--- src/design/adc_src_defines.svh ---
// Constants for the converter source and reference selection block.
// Assumes inclusion by bare name from design and bench files.
`ifndef ADC_SRC_DEFINES_SVH
`define ADC_SRC_DEFINES_SVH

// ==========================================================================
// Register byte offsets
`define OFS_CONV_CONTROL_0     8'h00
`define OFS_CONV_CONTROL_1     8'h04
`define OFS_CONV_CONTROL_2     8'h08
`define OFS_BANDGAP_REF_CTRL   8'h0C
`define OFS_PIN_FUNC_SEL_LO    8'h10
`define OFS_PIN_FUNC_SEL_HI    8'h14
`define OFS_PULLUP_EN          8'h18
`define OFS_PORT_DIR           8'h1C
`define OFS_PORT_OUT           8'h20
`define OFS_PORT_IN            8'h24
`define OFS_ROUTE_STATUS       8'h28

// ==========================================================================
// Field positions
`define CH_SEL_LSB             0
`define CH_SEL_MSB             3
`define IN_SEL_LSB             4
`define IN_SEL_MSB             7
`define GAIN_LSB               0
`define GAIN_MSB               1
`define REF_SEL_LSB            2
`define REF_SEL_MSB            3
`define AMP_IN_BIT             4
`define AMP_EN_BIT             7
`define BG_EN_BIT              0

// ==========================================================================
// Reset values
`define RST_FIELD4             4'h0
`define RST_FIELD2             2'h0
`define RST_BIT                1'b0
`define RST_PINS               5'h00

// ==========================================================================
// Codes
`define CH_FIRST               4'h3
`define CH_LAST                4'h7
`define IN_EXT_A               4'h0
`define IN_EXT_B               4'h4
`define IN_AVDD                4'h1
`define IN_AVDD_2              4'h2
`define IN_AVDD_4              4'h3
`define IN_VR                  4'h5
`define IN_VR_2                4'h6
`define IN_VR_4                4'h7
`define IN_TOP2_GND            2'h2
`define IN_TOP2_EXT            2'h3
`define REF_AVDD               2'h0
`define REF_EXT_PIN            2'h1
`define PFS_ANALOG             2'h3
`define PFS_GPIO               2'h0
`define NUM_PINS               5

`endif

--- src/design/adc_src_pkg.sv ---
// Types shared by the converter source and reference selection files.
// Assumes the defines header is compiled alongside.
package adc_src_pkg;

  // Source presented to the converter input
  typedef enum logic [3:0] {
    SRC_FLOAT  = 4'h0,
    SRC_EXT    = 4'h1,
    SRC_AVDD   = 4'h2,
    SRC_AVDD_2 = 4'h3,
    SRC_AVDD_4 = 4'h4,
    SRC_VR     = 4'h5,
    SRC_VR_2   = 4'h6,
    SRC_VR_4   = 4'h7,
    SRC_GND    = 4'h8
  } conv_src_t;

  // Source presented to the converter reference
  typedef enum logic [1:0] {
    REFSRC_AVDD = 2'h0,
    REFSRC_PIN  = 2'h1,
    REFSRC_AMP  = 2'h2
  } ref_src_t;

endpackage

--- src/design/adc_route_decode.sv ---
// Registered decode of selection fields into analog switch controls.
// Assumes fields come from registers on the same clock.
`timescale 1ns/1ps
`default_nettype none
`include "adc_src_defines.svh"

module adc_route_decode (
  // Clock and reset
  input  wire logic                  clk_i,
  input  wire logic                  rst_i,
  // Selection fields
  input  wire logic [3:0]            input_source_sel_i,
  input  wire logic [3:0]            ext_channel_sel_i,
  input  wire logic [1:0]            ref_source_sel_i,
  input  wire logic                  amp_input_sel_i,
  // Switch controls
  output adc_src_pkg::conv_src_t     conv_src_o,
  output logic [`NUM_PINS-1:0]       chan_sw_o,
  output adc_src_pkg::ref_src_t      ref_src_o,
  output logic                       vref_pin_sw_o,
  output logic                       amp_ref_input_pin_pin_sw_o,
  output logic                       bg_to_amp_sw_o
);

  // ========================================================================
  // Decode
  function automatic logic is_ext_code(input logic [3:0] code);
    is_ext_code = (code == `IN_EXT_A) || (code == `IN_EXT_B) ||
                  (code[3:2] == `IN_TOP2_EXT);
  endfunction

  wire logic ext_sel = is_ext_code(input_source_sel_i);
  wire logic ch_valid = (ext_channel_sel_i >= `CH_FIRST) &&
                        (ext_channel_sel_i <= `CH_LAST);
  wire logic [3:0] ch_idx = ext_channel_sel_i - `CH_FIRST;

  logic [`NUM_PINS-1:0] chan_nxt;
  adc_src_pkg::conv_src_t src_nxt;

  always_comb begin
    chan_nxt = '0;
    if (ext_sel && ch_valid) begin
      chan_nxt[ch_idx[2:0]] = 1'b1;
    end
  end
  // Internal codes leave chan_nxt all open: no short onto an external pin

  always_comb begin
    case (input_source_sel_i)
      `IN_AVDD:   src_nxt = adc_src_pkg::SRC_AVDD;
      `IN_AVDD_2: src_nxt = adc_src_pkg::SRC_AVDD_2;
      `IN_AVDD_4: src_nxt = adc_src_pkg::SRC_AVDD_4;
      `IN_VR:     src_nxt = adc_src_pkg::SRC_VR;
      `IN_VR_2:   src_nxt = adc_src_pkg::SRC_VR_2;
      `IN_VR_4:   src_nxt = adc_src_pkg::SRC_VR_4;
      default: begin
        if (input_source_sel_i[3:2] == `IN_TOP2_GND) begin
          src_nxt = adc_src_pkg::SRC_GND;
        end else if (ch_valid) begin
          src_nxt = adc_src_pkg::SRC_EXT;
        end else begin
          src_nxt = adc_src_pkg::SRC_FLOAT;
        end
      end
    endcase
  end

  wire adc_src_pkg::ref_src_t ref_nxt =
    ref_source_sel_i[1]            ? adc_src_pkg::REFSRC_AMP :
    (ref_source_sel_i == `REF_EXT_PIN) ? adc_src_pkg::REFSRC_PIN :
                                     adc_src_pkg::REFSRC_AVDD;

  // ========================================================================
  // Output registers
  always_ff @(posedge clk_i) begin
    if (rst_i) begin
      conv_src_o     <= adc_src_pkg::SRC_FLOAT;
      chan_sw_o      <= '0;
      ref_src_o      <= adc_src_pkg::REFSRC_AVDD;
      vref_pin_sw_o  <= 1'b0;
      amp_ref_input_pin_pin_sw_o <= 1'b1;
      bg_to_amp_sw_o <= 1'b0;
    end else begin
      conv_src_o     <= src_nxt;
      chan_sw_o      <= chan_nxt;
      ref_src_o      <= ref_nxt;
      vref_pin_sw_o  <= (ref_source_sel_i == `REF_EXT_PIN);
      amp_ref_input_pin_pin_sw_o <= ~amp_input_sel_i;
      bg_to_amp_sw_o <= amp_input_sel_i;
    end
  end

endmodule
`default_nettype wire

--- src/design/adc_source_reference_select.sv ---
// Converter source and reference selection with a Wishbone register file.
// Assumes a classic Wishbone master on clk_i; analog switches lie outside.
//
// Chosen here: the register addresses and the Wishbone slave port.
`timescale 1ns/1ps
`default_nettype none
`include "adc_src_defines.svh"

module adc_source_reference_select (
  // Clock and reset
  input  wire logic                  clk_i,
  input  wire logic                  rst_i,
  // Wishbone slave
  input  wire logic                  cyc_i,
  input  wire logic                  stb_i,
  input  wire logic                  we_i,
  input  wire logic [7:0]            adr_i,
  input  wire logic [3:0]            sel_i,
  input  wire logic [31:0]           dat_i,
  output logic      [31:0]           dat_o,
  output logic                       ack_o,
  // Converter input routing
  output adc_src_pkg::conv_src_t     conv_src_o,
  output logic [`NUM_PINS-1:0]       chan_sw_o,
  // Reference routing and amplifier
  output adc_src_pkg::ref_src_t      ref_src_o,
  output logic                       vref_pin_sw_o,
  output logic                       amp_ref_input_pin_pin_sw_o,
  output logic                       bg_to_amp_sw_o,
  output logic                       ref_amp_enable_o,
  output logic [1:0]                 amp_gain_sel_o,
  output logic                       bandgap_enable_o,
  // Shared analog pins
  input  wire logic [`NUM_PINS-1:0]  pin_in_i,
  output logic [`NUM_PINS-1:0]       pin_out_o,
  output logic [`NUM_PINS-1:0]       pin_oe_o,
  output logic [`NUM_PINS-1:0]       pin_pullup_o,
  output logic [`NUM_PINS-1:0]       pin_alt_en_o,
  output logic [`NUM_PINS-1:0]       pin_analog_o
);

  // ========================================================================
  // Registers
  logic [3:0]            ext_channel_sel_r;
  logic [3:0]            input_source_sel_r;
  logic                  ref_amp_enable_r;
  logic                  amp_input_sel_r;
  logic [1:0]            ref_source_sel_r;
  logic [1:0]            amp_gain_sel_r;
  logic                  bandgap_enable_r;
  logic [`NUM_PINS-1:0]  pin_func_sel_lo_r;
  logic [`NUM_PINS-1:0]  pin_func_sel_hi_r;
  logic [`NUM_PINS-1:0]  pullup_en_r;
  logic [`NUM_PINS-1:0]  port_dir_r;
  logic [`NUM_PINS-1:0]  port_out_r;
  logic [`NUM_PINS-1:0]  pin_meta_r;
  logic [`NUM_PINS-1:0]  pin_sync_r;
  logic                  ack_r;
  logic [31:0]           dat_r;

  // ========================================================================
  // Bus decode
  // Only lane 0 carries data; a write without sel_i[0] changes nothing.
  wire logic       req     = cyc_i && stb_i && !ack_r;
  wire logic       wr_lane = req && we_i && sel_i[0];
  wire logic [7:0] wb      = dat_i[7:0];

  wire logic wr_cc0  = wr_lane && (adr_i == `OFS_CONV_CONTROL_0);
  wire logic wr_cc1  = wr_lane && (adr_i == `OFS_CONV_CONTROL_1);
  wire logic wr_cc2  = wr_lane && (adr_i == `OFS_CONV_CONTROL_2);
  wire logic wr_bg   = wr_lane && (adr_i == `OFS_BANDGAP_REF_CTRL);
  wire logic wr_pflo = wr_lane && (adr_i == `OFS_PIN_FUNC_SEL_LO);
  wire logic wr_pfhi = wr_lane && (adr_i == `OFS_PIN_FUNC_SEL_HI);
  wire logic wr_pu   = wr_lane && (adr_i == `OFS_PULLUP_EN);
  wire logic wr_dir  = wr_lane && (adr_i == `OFS_PORT_DIR);
  wire logic wr_out  = wr_lane && (adr_i == `OFS_PORT_OUT);

  // ========================================================================
  // Pin function decode
  logic [`NUM_PINS-1:0] is_analog;
  logic [`NUM_PINS-1:0] is_gpio;
  logic [`NUM_PINS-1:0] is_alt;

  genvar g;
  generate
    for (g = 0; g < `NUM_PINS; g = g + 1) begin : g_pin
      wire logic [1:0] code = {pin_func_sel_hi_r[g], pin_func_sel_lo_r[g]};
      assign is_analog[g] = (code == `PFS_ANALOG);
      assign is_gpio[g]   = (code == `PFS_GPIO);
      assign is_alt[g]    = !is_analog[g] && !is_gpio[g];
    end
  endgenerate

  // Analog pins ignore direction, pull-up and GPIO data
  wire logic [`NUM_PINS-1:0] oe_nxt  = port_dir_r & is_gpio;
  wire logic [`NUM_PINS-1:0] pu_nxt  = pullup_en_r & ~is_analog;
  wire logic [`NUM_PINS-1:0] out_nxt = port_out_r & is_gpio;
  wire logic [`NUM_PINS-1:0] in_vis  = pin_sync_r & is_gpio;

  // ========================================================================
  // Read data
  logic [7:0] rd_byte;
  logic       hit;

  always_comb begin
    rd_byte = 8'h00;
    hit     = 1'b1;
    case (adr_i)
      `OFS_CONV_CONTROL_0: begin
        rd_byte[`CH_SEL_MSB:`CH_SEL_LSB] = ext_channel_sel_r;
      end
      `OFS_CONV_CONTROL_1: begin
        rd_byte[`IN_SEL_MSB:`IN_SEL_LSB] = input_source_sel_r;
      end
      `OFS_CONV_CONTROL_2: begin
        rd_byte[`AMP_EN_BIT]                 = ref_amp_enable_r;
        rd_byte[`AMP_IN_BIT]                 = amp_input_sel_r;
        rd_byte[`REF_SEL_MSB:`REF_SEL_LSB]   = ref_source_sel_r;
        rd_byte[`GAIN_MSB:`GAIN_LSB]         = amp_gain_sel_r;
      end
      `OFS_BANDGAP_REF_CTRL: begin
        rd_byte[`BG_EN_BIT] = bandgap_enable_r;
      end
      `OFS_PIN_FUNC_SEL_LO: begin
        rd_byte[`NUM_PINS-1:0] = pin_func_sel_lo_r;
      end
      `OFS_PIN_FUNC_SEL_HI: begin
        rd_byte[`NUM_PINS-1:0] = pin_func_sel_hi_r;
      end
      `OFS_PULLUP_EN: begin
        rd_byte[`NUM_PINS-1:0] = pullup_en_r;
      end
      `OFS_PORT_DIR: begin
        rd_byte[`NUM_PINS-1:0] = port_dir_r;
      end
      `OFS_PORT_OUT: begin
        rd_byte[`NUM_PINS-1:0] = port_out_r;
      end
      `OFS_PORT_IN: begin
        rd_byte[`NUM_PINS-1:0] = in_vis;
      end
      `OFS_ROUTE_STATUS: begin
        // Live switch state as driven to the analog side
        rd_byte = {conv_src_o, vref_pin_sw_o, amp_ref_input_pin_pin_sw_o, ref_src_o};
      end
      default: begin
        hit = 1'b0;
      end
    endcase
  end

  // Unmapped addresses still acknowledge, reading zero
  wire logic [31:0] rd_word = hit ? {24'h000000, rd_byte} : 32'h00000000;

  // ========================================================================
  // Wishbone handshake
  always_ff @(posedge clk_i) begin
    if (rst_i) begin
      ack_r <= 1'b0;
      dat_r <= 32'h00000000;
    end else begin
      ack_r <= req;
      dat_r <= (req && !we_i) ? rd_word : 32'h00000000;
    end
  end

  assign ack_o = ack_r;
  assign dat_o = dat_r;

  // ========================================================================
  // Selection registers
  always_ff @(posedge clk_i) begin
    if (rst_i) begin
      ext_channel_sel_r  <= `RST_FIELD4;
      input_source_sel_r <= `RST_FIELD4;
    end else begin
      if (wr_cc0) begin
        ext_channel_sel_r <= wb[`CH_SEL_MSB:`CH_SEL_LSB];
      end
      if (wr_cc1) begin
        input_source_sel_r <= wb[`IN_SEL_MSB:`IN_SEL_LSB];
      end
    end
  end

  always_ff @(posedge clk_i) begin
    if (rst_i) begin
      ref_amp_enable_r <= `RST_BIT;
      amp_input_sel_r  <= `RST_BIT;
      ref_source_sel_r <= `RST_FIELD2;
      amp_gain_sel_r   <= `RST_FIELD2;
    end else if (wr_cc2) begin
      ref_amp_enable_r <= wb[`AMP_EN_BIT];
      amp_input_sel_r  <= wb[`AMP_IN_BIT];
      ref_source_sel_r <= wb[`REF_SEL_MSB:`REF_SEL_LSB];
      amp_gain_sel_r   <= wb[`GAIN_MSB:`GAIN_LSB];
    end
  end

  // Upper write bits are dropped here, so nothing else to store
  always_ff @(posedge clk_i) begin
    if (rst_i) begin
      bandgap_enable_r <= `RST_BIT;
    end else if (wr_bg) begin
      bandgap_enable_r <= wb[`BG_EN_BIT];
    end
  end

  // ========================================================================
  // Pin control registers
  always_ff @(posedge clk_i) begin
    if (rst_i) begin
      pin_func_sel_lo_r <= `RST_PINS;
      pin_func_sel_hi_r <= `RST_PINS;
      pullup_en_r       <= `RST_PINS;
      port_dir_r        <= `RST_PINS;
      port_out_r        <= `RST_PINS;
    end else begin
      if (wr_pflo) begin
        pin_func_sel_lo_r <= wb[`NUM_PINS-1:0];
      end
      if (wr_pfhi) begin
        pin_func_sel_hi_r <= wb[`NUM_PINS-1:0];
      end
      if (wr_pu) begin
        pullup_en_r <= wb[`NUM_PINS-1:0];
      end
      if (wr_dir) begin
        port_dir_r <= wb[`NUM_PINS-1:0];
      end
      if (wr_out) begin
        port_out_r <= wb[`NUM_PINS-1:0];
      end
    end
  end

  // Pins are asynchronous to clk_i
  always_ff @(posedge clk_i) begin
    if (rst_i) begin
      pin_meta_r <= `RST_PINS;
      pin_sync_r <= `RST_PINS;
    end else begin
      pin_meta_r <= pin_in_i;
      pin_sync_r <= pin_meta_r;
    end
  end

  // ========================================================================
  // Registered pin and analog control outputs
  always_ff @(posedge clk_i) begin
    if (rst_i) begin
      pin_out_o        <= `RST_PINS;
      pin_oe_o         <= `RST_PINS;
      pin_pullup_o     <= `RST_PINS;
      pin_alt_en_o     <= `RST_PINS;
      pin_analog_o     <= `RST_PINS;
      ref_amp_enable_o <= `RST_BIT;
      amp_gain_sel_o   <= `RST_FIELD2;
      bandgap_enable_o <= `RST_BIT;
    end else begin
      pin_out_o        <= out_nxt;
      pin_oe_o         <= oe_nxt;
      pin_pullup_o     <= pu_nxt;
      pin_alt_en_o     <= is_alt;
      pin_analog_o     <= is_analog;
      ref_amp_enable_o <= ref_amp_enable_r;
      amp_gain_sel_o   <= amp_gain_sel_r;
      bandgap_enable_o <= bandgap_enable_r;
    end
  end

  // ========================================================================
  // Analog routing
  adc_route_decode u_route (
    .clk_i              (clk_i),
    .rst_i              (rst_i),
    .input_source_sel_i (input_source_sel_r),
    .ext_channel_sel_i  (ext_channel_sel_r),
    .ref_source_sel_i   (ref_source_sel_r),
    .amp_input_sel_i    (amp_input_sel_r),
    .conv_src_o         (conv_src_o),
    .chan_sw_o          (chan_sw_o),
    .ref_src_o          (ref_src_o),
    .vref_pin_sw_o      (vref_pin_sw_o),
    .amp_ref_input_pin_pin_sw_o     (amp_ref_input_pin_pin_sw_o),
    .bg_to_amp_sw_o     (bg_to_amp_sw_o)
  );

endmodule
`default_nettype wire

--- config.mk ---
export PLATFORM = sky130hd
export DESIGN_NAME = adc_source_reference_select
export DESIGN_NICKNAME = d
export VERILOG_FILES = /design/src/design/adc_src_pkg.sv /design/src/design/adc_route_decode.sv /design/src/design/adc_source_reference_select.sv
export VERILOG_INCLUDE_DIRS = /design/src /design/src/design
export SDC_FILE = /design/constraint.sdc
export NUM_CORES = 1
export LEC_CHECK = 0
export BUFFER_PORTS_ARGS = -buffer_cell sky130_fd_sc_hd__buf_2
export CAP_MARGIN = 20
export CORE_ASPECT_RATIO = 1.25
export CORE_MARGIN = 4
export CORE_UTILIZATION = 51
export DETAILED_ROUTE_END_ITERATION = 6
export GPL_ROUTABILITY_DRIVEN = 0
export PLACE_DENSITY = 0.77
export RECOVER_POWER = 25
export REMOVE_ABC_BUFFERS = 1
export SLEW_MARGIN = 10
export SYNTH_ARGS = -nofsm -noshare
export SYNTH_HDL_FRONTEND = slang
export SYNTH_HIERARCHICAL = 1
export SYNTH_SLANG_ARGS = --single-unit
--- constraint.sdc ---
create_clock -name clk_i -period 2.2 [get_ports clk_i]
set_input_delay 0.22 -clock clk_i [delete_from_list [all_inputs] [get_ports clk_i]]
set_output_delay 0.22 -clock clk_i [all_outputs]
set_load 0.02 [all_outputs]
==> results of run 1 <==
==> worst max path at each step <==
| stage | depth (start not counted) | from | slack (ps) | end |
|---|---|---|---|---|
| floorplan | 4 | ack_o | 220 | amp_gain_sel_r[0] |
| global placement | 5 | adr_i[4] | 160 | input_source_sel_r[1] |
| detailed placement | 5 | adr_i[4] | 130 | input_source_sel_r[0] |
| CTS | 5 | ack_o | 520 | input_source_sel_r[0] |
| global route | 5 | rst_i | 230 | u_route/conv_src_o[0] |
| finish | 5 | rst_i | 410 | u_route/conv_src_o[0] |
==> report_power, final <==
part | switching, uW | internal [uW] | total [uW]
combinational | 145 | 53.6 | 198
sequential | 3.03 | 1850 | 1860
clock | 604 | 587 | 1190
==> kinds of logic (layout without fill, tap and decap cells) <==
group,Yosys count,after routing,share of synthesized area
adders and majority gates,11,11,0.0314
AOI/OAI and AO/OA,48,48,0.0762
buffers and inverters,60,121,0.0779
DFF,102,102,0.466
muxes,46,46,0.109
and+or+nand+nor,159,159,0.235
xor gates and xnor gates,2,2,0.00400
other,1,24,0.000855
==> per-stage QoR <==
step / std cells / util
after CTS: 610 / 0.605
final: 610 / 0.604
after global placement: 594 / 0.581
after floorplan: 403 / -
after global routing: 610 / 0.604
after detailed placement: 594 / 0.581
==> registers in the layout (all words and copies together), names as in the netlist, 2 cells and up <==
signal              count
pin_pullup_o            5
u_route/ref_src_o       2
pin_meta_r              5
amp_gain_sel_r          2
ext_channel_sel_r       4
pin_alt_en_o            5
pin_func_sel_hi_r       5
amp_gain_sel_o          2
pin_out_o               5
u_route/chan_sw_o       5
pin_oe_o                5
port_dir_r              5
pin_sync_r              5
ref_source_sel_r        2
u_route/conv_src_o      4
input_source_sel_r      4
pullup_en_r             5
dat_o                   8
port_out_r              5
pin_analog_o            5
pin_func_sel_lo_r       5
==> routing by layer <==
metal  global-route usage  up-vias  wire length, um
met5                    0        -                0
met4               0.0976        0              268
met3               0.0399       23              583
met2                0.332      116             4960
met1                0.223     1543             3850
li1                     -     1596                -
==> cells in the final DEF, fill, tap and decap left out, types with 3 or more instances in the layout <==
cell | synthesis | final
sky130_fd_sc_hd__ha_1 | 11 | 11
sky130_fd_sc_hd__or4b_1 | 4 | 4
sky130_fd_sc_hd__clkbuf_8 | 0 | 11
sky130_fd_sc_hd__nand3_1 | 8 | 8
sky130_fd_sc_hd__nand2_1 | 10 | 10
sky130_fd_sc_hd__a32oi_1 | 4 | 4
sky130_fd_sc_hd__or4_1 | 3 | 3
sky130_fd_sc_hd__nand3b_1 | 4 | 4
sky130_fd_sc_hd__and3b_1 | 11 | 11
sky130_fd_sc_hd__nor2_1 | 50 | 50
sky130_fd_sc_hd__mux2_2 | 4 | 4
sky130_fd_sc_hd__nor2b_1 | 27 | 27
sky130_fd_sc_hd__dfxtp_1 | 102 | 102
sky130_fd_sc_hd__nor4_1 | 3 | 3
sky130_fd_sc_hd__nor4_4 | 8 | 8
sky130_fd_sc_hd__o21ai_0 | 10 | 10
sky130_fd_sc_hd__nor3_1 | 6 | 6
sky130_fd_sc_hd__buf_2 | 3 | 78
sky130_fd_sc_hd__a22o_1 | 5 | 5
sky130_fd_sc_hd__a31oi_1 | 3 | 3
sky130_fd_sc_hd__a2bb2oi_1 | 3 | 3
sky130_fd_sc_hd__a22oi_1 | 4 | 4
sky130_fd_sc_hd__inv_1 | 11 | 11
sky130_fd_sc_hd__a21oi_1 | 11 | 11
sky130_fd_sc_hd__mux2i_1 | 41 | 41
sky130_fd_sc_hd__nor3b_1 | 9 | 9
sky130_fd_sc_hd__buf_4 | 24 | 15
sky130_fd_sc_hd__conb_1 | 1 | 24
==> final cells by class <==
type | count | share of cell area
Clock buffer | 13 | 0.0318
Sequential cell | 102 | 0.408
Multi-Input combinational cell | 290 | 0.417
Clock inverter | 3 | 0.00851
Inverter | 11 | 0.00826
Tap cell | 97 | 0.0243
Timing Repair Buffer | 94 | 0.102
==> results.md, run 1 <==
- The logic depth of the worst register-to-register path is 5.
- The power density over the cells is 649 nW/um2.
- The type of the worst min-delay path is input port to flip-flop.
- The cell area reported after detailed placement is between 4000 and 5000 um2.
- The mean area per synthesized cell is 10.2 um2.
- The total overflow left after global routing is 0.
- The area overhead of the layout relative to synthesis is 14.1%.
- On the worst path, the slowest cell contributes a delay of 1190 ps.
- The cell at the root of the clock tree is sky130_fd_sc_hd__clkbuf_8.
- In this run, synthesis inferred 0 flip-flops with an integrated enable.
- At the end of the flow, the number of nets in the layout was 573.
- The number of diodes is 0.
- The static power due to leakage is between 0.002 and 0.0025 uW.
- The count of nets left with antenna violations once routing finished came out at 0.
- Port buffering added just under 80 buffers.
- In this design, the largest share of critical-path delay is due to buffers and inverters.
- In this run the standard cell core region covers 8290 um2.
- 130 I/O pins were placed.
- By area the synthesized netlist is led by sky130_fd_sc_hd__dfxtp_1 47%, sky130_fd_sc_hd__mux2i_1 9.4%, sky130_fd_sc_hd__nor2_1 4.3%, sky130_fd_sc_hd__buf_4 4.1%, sky130_fd_sc_hd__nor4_4 3.9%.
- Synthesis produced a netlist whose cell count is ~430.
- After legalization and detailed placement, the total HPWL measured slightly above 7 mm.
- Summing all multi-input logic gate instances after layout gives about 2100 um2.
- The startpoint identified for the worst hold timing path is pin_in_i[3].
- The post-route total power is ~3200 uW.
- Setup violations remaining at the end of the flow were counted as 0.
- The share of cells above drive strength 1 is 0.251.
- The number of levels the H-tree was split into is 3.
- In the global route stage, overall resource usage came out at 0.192.
- The residual DRC count is 0.
- The smallest clock period supported by the final layout is computed as between 1500 and 2000 ps.
- After filler insertion, the fill cell instance count of the layout stands at about 700.
- The actual transition at the worst max-transition pin is ~1600 ps.
- The finished cells cover about 5000 um2.
- Hold repair after CTS inserted 0 buffers.
- The tightest hold path in the finished design has a slack of between 50 and 60 ps.
- The later pin in the worst-skew pair is clocked with a latency of around 380 ps.
- The synthesized design spends more area on one cell type than any other, namely sky130_fd_sc_hd__dfxtp_1.
- The hold path endpoint is pin_meta_r[3].
- Measured against its own limit, the worst slew margin works out to -0.0986.
- The worst register-to-register path has a setup slack of between 400 and 500 ps.
- The worst setup slack after layout is 409 ps.
- The detailed router finished its first iteration with roughly 200 violations.
- Derived from the worst setup path, the maximum achievable clock frequency is 558 MHz.
- The final total negative setup slack is 0 ps.
- The share of the cycle needed by the critical path after routing is 0.814.
- For this run, the leading register cell type out of synthesis is sky130_fd_sc_hd__dfxtp_1.
- CTS saw 102 sinks.
- Before antenna repair, the detailed router went through 4 iterations.
- Post-CTS repair changed the size of 0 cells.
- The slowest stage of the critical path is the sky130_fd_sc_hd__clkbuf_2 cell.
- The number of slew-limit violations in the final report is 90.
- The required time at the worst-slack endpoint is approximately 2400 ps.
- The count of warnings emitted by yosys is 6.
- The via count of the first global-routing pass came to roughly 3100.
- The worst path buffer plus inverter count is 2.
- The full die area is around 10000 um2.
- The row count is 37.
- The fraction of synthesis flops using an asynchronous set or reset pin is 0.
- Traced cell by cell, the critical path runs through buf_2 -> clkbuf_2 -> nor2_2 -> o211ai_4 -> o32ai_1.
- sky130_fd_sc_hd__dfxtp_1 is the most common cell in the netlist.
- The number of clock buffers added by TritonCTS is 9.
- The overall die height is between 100 and 150 um.
- The number of vias in the routed layout is around 3300.
- TritonCTS built the clock tree.
- The register cell area after layout is approximately 2000 um2.
- The final reports fail on capacitance limit, slew limit.
- The post-placement worst setup slack is approximately 130 ps.
- Post-CTS timing repair inserted 0 buffers for setup.
- The maximum vdd drop is approximately 0.37 mV.
- The register bit total from synthesis is 102.
- The first global-routing pass estimated 15.6 mm of wire.
- The pin count of the biggest net entering global routing is 90.
- The run finished, with violations left.
- The area of the mapped netlist is between 4000 and 5000 um2.
- The arrival time reported for the critical path endpoint is around 2000 ps.
- The floorplan step set the die width to 90.9 um.
- The starting density of the core is 0.529.
- The routed design has about 9.7 mm of wire.
- The type of the setup path with the least slack is input port to flip-flop.
- The element type at the critical path start is an input port.
- The endpoint class of the critical path is a flip-flop.
- The sequential element share of the synthesized area is 0.466.
- The synthesized netlist contains 50 unique library cells.
- Clock-pin slew was measured on the worst setup and hold paths at around 90 ps.
- Dividing the detail-routed wire length by the instance count gives 15.8 um.
- The number of violations of the max-capacitance limit is 1.
- Along the worst path, the maximum fanout reaches between 80 and 90.
- The final hold violation count is 0.
- The startpoint of the most critical register-to-register path is ack_o.
- The worst register-to-register path ends at input_source_sel_r[0].
- The commonest cells after synthesis are 102 x sky130_fd_sc_hd__dfxtp_1, 50 x sky130_fd_sc_hd__nor2_1, 41 x sky130_fd_sc_hd__mux2i_1, 27 x sky130_fd_sc_hd__nor2b_1, 24 x sky130_fd_sc_hd__buf_4.
- On the final layout, the worst clock skew is around 7.5 ps.
- The deepest clock path buffer count is 2.
- The count of cells along the worst hold path is 2.
- Setup repair after global routing left no endpoint under its margin.
- Dividing the detail-routed via count by the number of cells gives 5.37.
- Of the post-synthesis cell area, the dominant cell type holds 0.466.
- The initial antenna violation count is 0.
Power figures use the tool's default switching activity.
==> run 2: changes to the inputs <==
--- a/config.mk
+++ b/config.mk
@@ -10,10 +10,10 @@
 export CAP_MARGIN = 20
 export CORE_ASPECT_RATIO = 1.25
 export CORE_MARGIN = 4
-export CORE_UTILIZATION = 51
+export CORE_UTILIZATION = 46
 export DETAILED_ROUTE_END_ITERATION = 6
 export GPL_ROUTABILITY_DRIVEN = 0
-export PLACE_DENSITY = 0.77
+export PLACE_DENSITY = 0.73
 export RECOVER_POWER = 25
 export REMOVE_ABC_BUFFERS = 1
 export SLEW_MARGIN = 10
==> constraint.sdc (replaced) <==
create_clock -name clk_i -period 1.6 [get_ports clk_i]
set_input_delay 0.16 -clock clk_i [delete_from_list [all_inputs] [get_ports clk_i]]
set_output_delay 0.16 -clock clk_i [all_outputs]
set_load 0.02 [all_outputs]
==> run 2 against run 1 <==
Net effect: the flow now finishes without violations; global-route usage increased by 1.4 points; hold slack got worse by 26 ps; largest cell class unchanged; die area increased by 10%; clock power increased by 84%; routed wire length increased by 15%; final cell count increased by 9.3%; flip-flop and latch count unchanged; total power increased by 56%; highest routed layer unchanged.
==> results.md, run 2 (synthesized netlist as in run 1, its figures left out) <==
- Outcome: finished, final reports clean (was complete, but fails checks).
- The number of buffer cells added on primary ports is 78 (unchanged).
- The number of vias in the routed layout was 3487 (was 3278).
- The logic depth of the worst register-to-register path came to 6 (was 5).
- The worst slew slack as a fraction of its limit is 0.498 (was -0.0986).
- The startpoint of the most critical register-to-register path is ack_o (unchanged).
- The half-perimeter wire length after placement is 8.12 mm (was 7.06 mm).
- The worst setup slack after layout was 43.1 ps (was 409 ps).
- The wire length of the first global-routing pass is 17.4 mm (was 15.6 mm).
- The remaining global-route overflow is 0 (unchanged).
- The number of nets with antenna violations after routing is 0 (unchanged).
- The type of the setup path with the least slack was flip-flop to flip-flop (was input port to flip-flop).
- Commonest cells after routing, fill and taps aside: 102 x sky130_fd_sc_hd__dfxtp_1, 71 x sky130_fd_sc_hd__buf_2, 49 x sky130_fd_sc_hd__nor2_1, 38 x sky130_fd_sc_hd__mux2i_1, 38 x sky130_fd_sc_hd__buf_4 (was 102 x sky130_fd_sc_hd__dfxtp_1, 78 x sky130_fd_sc_hd__buf_2, 50 x sky130_fd_sc_hd__nor2_1, 41 x sky130_fd_sc_hd__mux2i_1, 27 x sky130_fd_sc_hd__nor2b_1).
- The post-detailed-route via-to-cell ratio is 5.23 (was 5.37).
- The per-cell routed wire length is 16.7 um (was 15.8 um).
- The static power due to leakage is 0.00225 uW (was 0.00208 uW).
- The overall global routing resource usage came to 0.206 (was 0.192).
- The number of diodes was 0 (unchanged).
- The required time at the worst-slack endpoint came to 1860 ps (was 2400 ps).
- The leading cell type in the layout, fill and taps excluded is sky130_fd_sc_hd__dfxtp_1 (unchanged).
- The hold path endpoint is pin_meta_r[1] (was pin_meta_r[3]).
- The residual DRC count was 0 (unchanged).
- The overall die height is 117 um (was 112 um).
- The maximum vdd drop came to 0.506 mV (was 0.368 mV).
- The number of top-level design ports came to 130 (unchanged).
- The setup-violating endpoint count in the final report is 0 (unchanged).
- The share of cells above drive strength 1 is 0.290 (was 0.251).
- The number of slew-limit violations in the final report is 0 (was 90).
- The endpoint class of the critical path is a flip-flop (unchanged).
- The power density over the cells is 936 nW/um2 (was 649 nW/um2).
- The type of the worst min-delay path is input port to flip-flop (unchanged).
- The number of nets in the layout was 604 (was 573).
- The full die area is 11200 um2 (was 10200 um2).
- The row count is 39 (was 37).
- The cell at the root of the clock tree is sky130_fd_sc_hd__clkbuf_16 (was sky130_fd_sc_hd__clkbuf_8).
- The post-placement worst setup slack is -309 ps (was 131 ps).
- The initial antenna violation count came to 0 (unchanged).
- The capture instance of the worst register-to-register path is dat_o[2] (was input_source_sel_r[0]).
- Dividing the final minimum period by the clock period gives 0.973.
- The number of iterations in the first detailed-routing pass is 5 (was 4).
- The number of violations of the max-capacitance limit came to 0 (was 1).
- The via count of the first global-routing pass is 3328 (was 3135).
- The number of clock buffers inserted by TritonCTS came to 9 (unchanged).
- Derived from the worst setup path, the maximum achievable clock frequency is 642 MHz.
- The count of cells along the worst hold path is 2 (unchanged).
- The number of levels the H-tree was split into came to 3 (unchanged).
- The routed design could run at a clock period as short as roughly 1600 ps.
- The area overhead of the layout relative to synthesis was 23.6% (was 14.1%).
- The number of buffers inserted by hold repair at cts was 0 (unchanged).
- The flop-to-flop setup slack is 40 ps (was 470 ps).
- The worst min-delay path startpoint was pin_in_i[1] (was pin_in_i[3]).
- The arrival time reported for the critical path endpoint is 1810 ps (was 1990 ps).
- The starting density of the core is 0.475 (was 0.529).
- The CTS tree is done (unchanged).
- The core footprint was 9220 um2 (was 8290 um2).
- The die width was 95.3 um (was 90.9 um).
- The clock latency reported for the late side of the worst-skew pair is 350 ps (was 380 ps).
- The final total negative setup slack was 0 ps (unchanged).
- The deepest clock path buffer count is 2 (unchanged).
- The total number of clock tree sinks is 102 (unchanged).
- The maximum fanout along the worst path came to 4 (was 89).
- The final hold violation count is 0 (unchanged).
- The number of DRC markers in iteration 0 is 402 (was 201).
- The flip-flop count of the largest register, all copies and words added is 8 (unchanged).
- The final wirelength came to 11.2 mm (was 9.66 mm).
- The clock tree skew after final layout is 7.16 ps (was 7.53 ps).
- The actual transition at the worst max-transition pin was 754 ps (was 1650 ps).
- The pin count of the biggest net entering global routing came to 58 (was 90).
- The clock transition at the registers of the reported paths is 70 ps (was 90 ps).
- The element type at the critical path start is a flip-flop (was input port).
-- run 2: worst max path at each step --
stage                           end  depth (start not counted)  slack, ps     start
3_3_place_gp               dat_o[2]                          7       -290  adr_i[1]
3_5_place_dp               dat_o[2]                          7       -310  adr_i[1]
6_report                   dat_o[2]                          6         40     ack_o
2_1_floorplan     amp_gain_sel_r[0]                          4       -380     ack_o
4_1_cts                    dat_o[2]                          5        -60     ack_o
5_1_grt        pin_func_sel_hi_r[3]                          7        -20     ack_o
-- run 2: what timing repair did --
item / CTS / global route
gates cloned: 0 / 0
pin swaps: 0 / 7
gates resized for setup: 1 / 12
setup endpoints to repair: 35 / 42
setup buffers: 0 / 1
-- run 2: report_power, final --
group          total (uW)  switching, uW  internal, uW
Sequential           2550           3.96          2550
Clock                2190            963          1220
Combinational         328            219           110
Total                5070           1190          3880
-- run 2: through the flow --
step / instance area (um2) / cells / power (uW) / util / hold WS (ps)
detailed placement: 5070 / 650 / 2930 / 0.550 / 379
global placement: 5070 / 650 / 2920 / 0.550 / 374
finish: 5420 / 667 / 5070 / 0.587 / 26.2
floorplan: 4170 / 403 / 2740 / - / 229
CTS: 5380 / 666 / 5100 / 0.583 / 19.1
global route: 5420 / 667 / 5260 / 0.587 / 30.3
-- run 2: final cells by class --
cell class,count,area (um2)
Sequential cell,102,2040
Tap cell,123,154
Timing Repair Buffer,125,762
Clock inverter,6,70.1
Fill cell,799,3800
Inverter,11,41.3
Clock buffer,10,229
Multi-Input combinational cell,290,2120
-- run 2: worst max-delay path, stage by stage, from the launching register on --
cell                       delay, ps
sky130_fd_sc_hd__dfxtp_1         310
sky130_fd_sc_hd__nand3b_1        170
sky130_fd_sc_hd__buf_4           180
sky130_fd_sc_hd__nor4_4          280
sky130_fd_sc_hd__o21ai_0         180
sky130_fd_sc_hd__buf_4           170
sky130_fd_sc_hd__a31oi_1         180
-- run 2: per-layer routing --
metal / part of all wire / global-route usage
met1: 0.39 / 0.236
met2: 0.52 / 0.361
met3: 0.056 / 0.0384
met4: 0.036 / 0.108
met5: 0 / 0
